<file path="config.mk">
export PLATFORM = sky130hd
export DESIGN_NAME = pcmd_command_enable_bits
export DESIGN_NICKNAME = d
export VERILOG_FILES = /design/src/verilog/pcmd_command_enable_bits.v
export VERILOG_INCLUDE_DIRS = /design/src /design/src/verilog
export SDC_FILE = /design/constraint.sdc
export NUM_CORES = 1
export LEC_CHECK = 0
export ABC_AREA = 1
export CAP_MARGIN = 20
export CORE_UTILIZATION = 41
export DETAILED_ROUTE_END_ITERATION = 16
export DONT_BUFFER_PORTS = 1
export GPL_TIMING_DRIVEN = 0
export MAX_ROUTING_LAYER = met4
export SETUP_SLACK_MARGIN = 0.1
export SYNTH_ARGS = -nofsm -noshare
export SYNTH_HDL_FRONTEND = slang
export SYNTH_SLANG_ARGS = --single-unit
</file>
<file path="constraint.sdc">
create_clock -name clk -period 0.9 [get_ports clk]
set_input_delay 0.135 -clock clk [delete_from_list [all_inputs] [get_ports clk]]
set_output_delay 0.135 -clock clk [all_outputs]
set_load 0.05 [all_outputs]
</file>
<file path="src/verilog/pcmd_map.vh">
// Offsets, field positions, reset values and masks of the command register.
`ifndef PCMD_MAP_VH
`define PCMD_MAP_VH
`define PCMD_CMD_OFFSET 6'h01
`define PCMD_CMD_RESET 16'h0000
`define PCMD_WR_MASK 16'h0357
`define PCMD_BIT_IO 4'h0
`define PCMD_BIT_MEM 4'h1
`define PCMD_BIT_MASTER 4'h2
`define PCMD_BIT_SPECIAL 4'h3
`define PCMD_BIT_MWI 4'h4
`define PCMD_BIT_PAL 4'h5
`define PCMD_BIT_PER 4'h6
`define PCMD_BIT_SERR 4'h8
`endif
</file>
<file path="src/verilog/pcmd_command_enable_bits.v">
// Command register enable bits and the gating of bus cycles they control.
// How it works
// - Palette snoop bit is masked from writes and stays zero: palette writes are never snooped, always handled as normal.
// - Write-invalidate enable set allows that command; clear forces plain memory write.
// - Special cycle bit is masked from writes and stays zero, so special cycles are always ignored; resets zero.
// - Memory space enable one claims memory accesses; zero gives no response.
// - I/O space enable one claims I/O accesses; zero claims none.
// - Whole register zero: only configuration accesses are answered.
`include "pcmd_map.vh"
module pcmd_command_enable_bits (
   // Clock and reset.
   input wire clk,
   input wire rst_n,
   // Configuration write and read of the command register.
   input wire cfg_wr,
   input wire [5:0] cfg_dword,
   input wire [3:0] cfg_be,
   input wire [31:0] cfg_wdata,
   output reg [15:0] cmd_rdata,
   // Target side: a decoded access starting this cycle.
   input wire tgt_start,
   input wire tgt_is_mem,
   input wire tgt_is_io,
   input wire tgt_is_palette_wr,
   input wire tgt_is_special,
   input wire bus_idle,
   output reg tgt_claim,
   output reg pal_snoop,
   output reg special_take,
   // Master side: request from the function logic.
   input wire mst_req,
   input wire mst_want_mwi,
   output reg mst_grant,
   output reg mst_use_mwi
);
   ////////////////////////////////////////////////////////////////////////////////
   // Register storage and the copy that bus decisions use.
   reg [15:0] cmd;
   reg [15:0] next_cmd;
   reg [15:0] live;
   reg [15:0] next_live;

   // Write decode.
   wire [15:0] wr_mask;
   wire [7:0] mask_lo;
   wire [7:0] mask_hi;
   wire hit;
   wire lane_lo;
   wire lane_hi;

   // Decisions computed for the next edge.
   reg detached;
   reg space_hit;
   reg palette_held;
   reg next_tgt_claim;
   reg next_pal_snoop;
   reg next_special_take;
   reg next_mst_grant;
   reg next_mst_use_mwi;

   ////////////////////////////////////////////////////////////////////////////////
   // Merges one byte lane of a configuration write into the stored value.
   function [7:0] lane_merge;
      input [7:0] old_byte;
      input take;
      input [7:0] wr_byte;
      input [7:0] mask_byte;
      begin
         if (take) begin
            lane_merge = wr_byte & mask_byte;
         end else begin
            lane_merge = old_byte;
         end
      end
   endfunction

   // Reports whether one enable bit of the register copy is set.
   function enable_set;
      input [15:0] word;
      input [3:0] pos;
      begin
         enable_set = word[pos];
      end
   endfunction

   ////////////////////////////////////////////////////////////////////////////////
   // Reserved and read-only bits are masked, so they always read back as zero.
   assign wr_mask = `PCMD_WR_MASK;
   assign mask_lo = wr_mask[7:0];
   assign mask_hi = wr_mask[15:8];
   assign hit = cfg_wr && (cfg_dword == `PCMD_CMD_OFFSET);
   assign lane_lo = hit && cfg_be[0];
   assign lane_hi = hit && cfg_be[1];

   always @* begin
      next_cmd[7:0] = lane_merge(cmd[7:0], lane_lo, cfg_wdata[7:0], mask_lo);
      next_cmd[15:8] = lane_merge(cmd[15:8], lane_hi, cfg_wdata[15:8], mask_hi);
   end

   always @(posedge clk or negedge rst_n) begin
      if (!rst_n) begin
         cmd <= `PCMD_CMD_RESET;
      end else begin
         cmd <= next_cmd;
      end
   end

   always @(posedge clk or negedge rst_n) begin
      if (!rst_n) begin
         cmd_rdata <= `PCMD_CMD_RESET;
      end else begin
         cmd_rdata <= next_cmd;
      end
   end

   ////////////////////////////////////////////////////////////////////////////////
   // The copy is refreshed only between transactions, so a running one keeps its enables.
   always @* begin
      next_live = live;
      if (bus_idle) begin
         next_live = cmd;
      end
   end

   always @(posedge clk or negedge rst_n) begin
      if (!rst_n) begin
         live <= `PCMD_CMD_RESET;
      end else begin
         live <= next_live;
      end
   end

   ////////////////////////////////////////////////////////////////////////////////
   // Target side decisions.
   always @* begin
      detached = (live == 16'h0000);
   end

   always @* begin
      space_hit = 1'b0;
      if (tgt_is_mem && enable_set(live, `PCMD_BIT_MEM)) begin
         space_hit = 1'b1;
      end
      if (tgt_is_io && enable_set(live, `PCMD_BIT_IO)) begin
         space_hit = 1'b1;
      end
   end

   always @* begin
      palette_held = tgt_is_palette_wr && enable_set(live, `PCMD_BIT_PAL);
   end

   always @* begin
      next_tgt_claim = 1'b0;
      if (tgt_start && !detached && space_hit) begin
         next_tgt_claim = 1'b1;
      end
      if (palette_held) begin
         next_tgt_claim = 1'b0;
      end
   end

   always @* begin
      next_pal_snoop = 1'b0;
      if (tgt_start && palette_held) begin
         next_pal_snoop = 1'b1;
      end
   end

   always @* begin
      next_special_take = 1'b0;
      if (tgt_start && tgt_is_special && enable_set(live, `PCMD_BIT_SPECIAL)) begin
         next_special_take = 1'b1;
      end
   end

   ////////////////////////////////////////////////////////////////////////////////
   // Master side decisions.
   always @* begin
      next_mst_grant = 1'b0;
      if (mst_req && enable_set(live, `PCMD_BIT_MASTER)) begin
         next_mst_grant = 1'b1;
      end
   end

   always @* begin
      next_mst_use_mwi = 1'b0;
      if (next_mst_grant && mst_want_mwi && enable_set(live, `PCMD_BIT_MWI)) begin
         next_mst_use_mwi = 1'b1;
      end
   end

   ////////////////////////////////////////////////////////////////////////////////
   // Every output is registered.
   always @(posedge clk or negedge rst_n) begin
      if (!rst_n) begin
         tgt_claim <= 1'b0;
      end else begin
         tgt_claim <= next_tgt_claim;
      end
   end

   always @(posedge clk or negedge rst_n) begin
      if (!rst_n) begin
         pal_snoop <= 1'b0;
      end else begin
         pal_snoop <= next_pal_snoop;
      end
   end

   always @(posedge clk or negedge rst_n) begin
      if (!rst_n) begin
         special_take <= 1'b0;
      end else begin
         special_take <= next_special_take;
      end
   end

   always @(posedge clk or negedge rst_n) begin
      if (!rst_n) begin
         mst_grant <= 1'b0;
      end else begin
         mst_grant <= next_mst_grant;
      end
   end

   always @(posedge clk or negedge rst_n) begin
      if (!rst_n) begin
         mst_use_mwi <= 1'b0;
      end else begin
         mst_use_mwi <= next_mst_use_mwi;
      end
   end
endmodule // pcmd_command_enable_bits

</file>
# Yosys cells after proc, flatten, opt, wreduce, memory -nomap -nowiden
# Index checks and enable logic that the tools add are counted.
# word_totals
reg_bits	17
inputBits	53
output_inout_bits	21
word_cells	24
# op_classes
eq_ne	1
mux	5
reduce_logical	12
# op_table
operator	count
$logic_not 16->1	1
$logic_and 1x1->1	10
$eq 6x1->1 const B	1
$mux 1	5
$logic_not 1->1	1

# Longest topological paths before layout
# depth
word_depth	5
depth_mapped	6
depth_no_buf	6

# Least setup slack after synthesis
# OpenSTA, ideal clock, no wires.
# synth_path
path_kind	register -> register
from	register cmd_rdata[0] (netlist name)
to	register live[0] (netlist: enable_set.word[0])
setup_ns	0.125
arrival_time_ns	0.878
t_required_ns	0.775
slack_ns	-0.102
stages_incl_launch_ff	2
path_buffers	0
synth_period_minus_slack_ns	1.002
cell_sequence	dfrtp_1 mux2_2
# synth_rtl
element	line_no	text
end signal: assignment	pcmd_command_enable_bits.v:127	live <= `PCMD_CMD_RESET;
end signal: assignment	pcmd_command_enable_bits.v:129	live <= next_live;
end: declaration	pcmd_command_enable_bits.v:40	reg [15:0] live;

# Worst setup path in the final report
# layout_path
from	register cmd_rdata[2]
to	output cmd_rdata[2]
# layout_rtl
element	line_no	text
start: declaration	pcmd_command_enable_bits.v:19	output reg [15:0] cmd_rdata,
start signal: assignment	pcmd_command_enable_bits.v:110	cmd_rdata <= `PCMD_CMD_RESET;
start signal: assignment	pcmd_command_enable_bits.v:112	cmd_rdata <= next_cmd;
# No word-level cell between the ends.

==> impl_results.md <==
- Critical path type: flop to output port
- PwrDens: 1650 nW/um^2
- Cell Count, Final, Fillers Out: 104
- Switching share of power: 34.0%
- IO Count: 74
- Final GP Congestion: 0.650
- DIE HEIGHT: 43.7 um
- Routed length on met1: 439 um
- Gr ovfl total: 0
- Main area contributors after synthesis: dfrtp_1, buf_4, nand2_1
- Tcrit/Tclk final: 105%
- Max cap viols: 0
- Crit path DAT: 810 ps
- Ant diodes: 0
- Core Area: 1560 um^2
- Final hold vios: 14
- Clock Latency Late Sink: 270 ps
- CTS tree: built
- Synth area leader: dfrtp_1
- Fin Hold WS: -67.3 ps
- Post-synthesis register bit count: 14
- Fin util: 55.7%
- Compound-gate portion of the synthesized area: 1.05%
- DR vias/cell: 4.61
- DRC: 5
- Vias in the first global route: 402
- Post-Route WL: 1080 um
- Max H-tree Level: 1
- Min-Delay Path Class: primary input to asynchronous set/reset pin
- Vias: 479
- Cts bufs inserted: 3
- Root buffer cell: clkbuf_4
- Clk pwr share: 24.6%
- Mux share of post-synthesis cell area: 6.30%
- Post-Place Cells: 96
- Sw Pwr: 0.488 mW
- Number of distinct library cells after synthesis: 15
- Full die area: 1910 um^2
- Initial Utilization: 45.8%
- Worst-Margin Slew: 605 ps
- Hold_buf cts: 4
- Initial antenna violation count: 0
- Outcome: finished with violations
- P_leak: 0.482 nW
- Synth Area in Simple Gates: 28.2%
- Clock transition at path regs: 80 ps
- Seq pwr share: 57.5%
- Largest net degree at the start of global routing: 15
- Largest family of logic cells by synthesized area: simple AND/OR/NAND/NOR gates
- Global-route wire length before repair: 1610 um
- Crit path capture type: output port
- Max Used Layer: met4
- Share of layout cells above drive strength 1: 42.0%
- P_int: 0.945 mW
- Floorplan row count: 14
- Post-layout worst setup margin: -44.6 ps
- GRT Total Usage: 11.8%
- Xor-xnor portion of the synthesized cell area: 0%
- Final max-slew violation count: 0
- FMAX: 1060 MHz
- Met2 routed WL: 520 um
- Failing checks: DRC, hold timing, setup timing
- Remaining antenna violation count: 0
- Wire length per cell: 10.4 um
- Logic pwr share: 17.9%
- R2r worst-path depth: 1
- Syn_area_per_cell: 10.2 um^2
- Reg-to-reg critical path startpoint: cmd_rdata[0]
- Nets@finish: 142
- Layout Area Growth over Synthesis: 21.5%
- Worst path required time: 760 ps
- Post-Synthesis Cells: 70
- Max-slew headroom at the worst pin: 59.7%
- Fin crit period: 945 ps
- Final HPWL from detailed placement: 871 um
- R2r setup slk: -40 ps
- Worst Path Max Fanout: 3
- Port buffer count: 0
- Seq/Total Area, Yosys: 49.0%
- TritonCTS Sinks: 14
- Mapped Area: 714 um^2
- Final setup viols: 14
- RSZ-0062 raised after global routing: yes
- Critical Path Source Type: flop
- Syn. warnings: 0
- Final Skew: 0.256 ps
- DR WL met3: 102 um
- Top-area cell type share of the netlist area: 49.0%
- Synth Area in Adders: 0%
- Worst VDD drop: 0.541 mV
- Initial detailed-routing violation count: 6
- Worst r2r dst: enable_set.word[0]
- CTS Buffer Depth: 2
- 1st-pass router iterations: 9
- Horiz. Die Dim: 43.7 um
==> cell usage in the layout (no fill, tap or decap), types with 2 or more instances in the layout <==
cell type / synthesis / final
mux2_4: 0 / 4
nor2_8: 2 / 2
dfrtp_1: 14 / 4
buf_4: 11 / 11
dlygate4sd3_1: 0 / 3
inv_1: 4 / 4
clkbuf_4: 0 / 3
nand2_2: 3 / 3
dfrtp_2: 0 / 10
nand4_1: 7 / 7
nand2_1: 18 / 18
conb_1: 1 / 11
==> layer usage <==
metal,vias to the layer above,track usage [%]
li1,242,-
met1,206,13.3
met2,29,19.1
met3,2,2.08
met4,0,7.50
met5,-,-
==> synth_stat cells <==
cell and number:
dfrtp_1 14, nand2_2 3, nand3_2 1, buf_4 11
buf_2 1, nand3_4 1, conb_1 1, nor2_8 2
nor2_1 1, a21boi_0 1, inv_2 1, nand2_1 18
mux2_2 4, inv_1 4, nand4_1 7
==> layout make-up <==
| type | instances | area, um^2 |
|---|---|---|
| fillers | 147 | 691 |
| flip-flops and latches | 14 | 363 |
| multi-input cells | 49 | 310 |
| plain buffers | 12 | 87.6 |
| repair buffers | 4 | 42.5 |
| clock buffers | 4 | 26.3 |
| well taps | 16 | 20.0 |
| inverters | 5 | 18.8 |
==> flip-flops by register name, indices dropped and copies added, names as in the netlist <==
signal and count:
enable_set.word 4, tgt_claim 1, mst_use_mwi 1, cmd_rdata 7, mst_grant 1
==> metrics by stage <==
stage | setup slack [ps] | power (mW) | hold WS (ps) | instance area (um^2) | setup TNS, ps
floorplan | -4.57 | 1.05 | -161 | 776 | -18.3
global placement | -17.2 | 1.06 | -160 | 796 | -64.1
detailed placement | -26.9 | 1.07 | -160 | 796 | -84.5
CTS | -55.0 | 1.45 | 2.30 | 866 | -526
global route | -64.4 | 1.48 | -2.80 | 868 | -643
finish | -44.6 | 1.43 | -67.3 | 868 | -422
==> worst max path at each step <==
stage,from,to,cells past startpoint
finish,cmd_rdata[2],cmd_rdata[2],0
CTS,cmd_rdata[1],cmd_rdata[1],0
global placement,cmd_rdata[1],enable_set.word[1],1
floorplan,cmd_rdata[0],enable_set.word[0],1
global route,cmd_rdata[0],cmd_rdata[0],0
detailed placement,cmd_rdata[0],enable_set.word[0],1
==> cells by family (layout without fill, tap and decap cells) <==
group,after synthesis,in the layout
AO/OA/AOI/OAI,1,1
buffers and inverters,17,25
flip-flops,14,14
multiplexers,4,4
other,1,11
AND/OR/NAND/NOR,33,33
==> power by group through the flow <==
stage               sequential, mW  clock [mW]  combinational (mW)
floorplan                    0.825           0               0.224
global placement             0.835           0               0.229
detailed placement           0.837           0               0.232
CTS                          0.825       0.364               0.258
global route                 0.829       0.380               0.273
finish                       0.823       0.353               0.256
==> repair_timing <==
| action | CTS | global route |
|---|---|---|
| pin swaps | 0 | 3 |
| resized for setup | 3 | 1 |
| setup buffers | 0 | 0 |
| setup endpoints to repair | 14 | 31 |
| endpoints found under the hold margin | 17 | 14 |
Note: power is estimated with default switching activity, not from simulation.
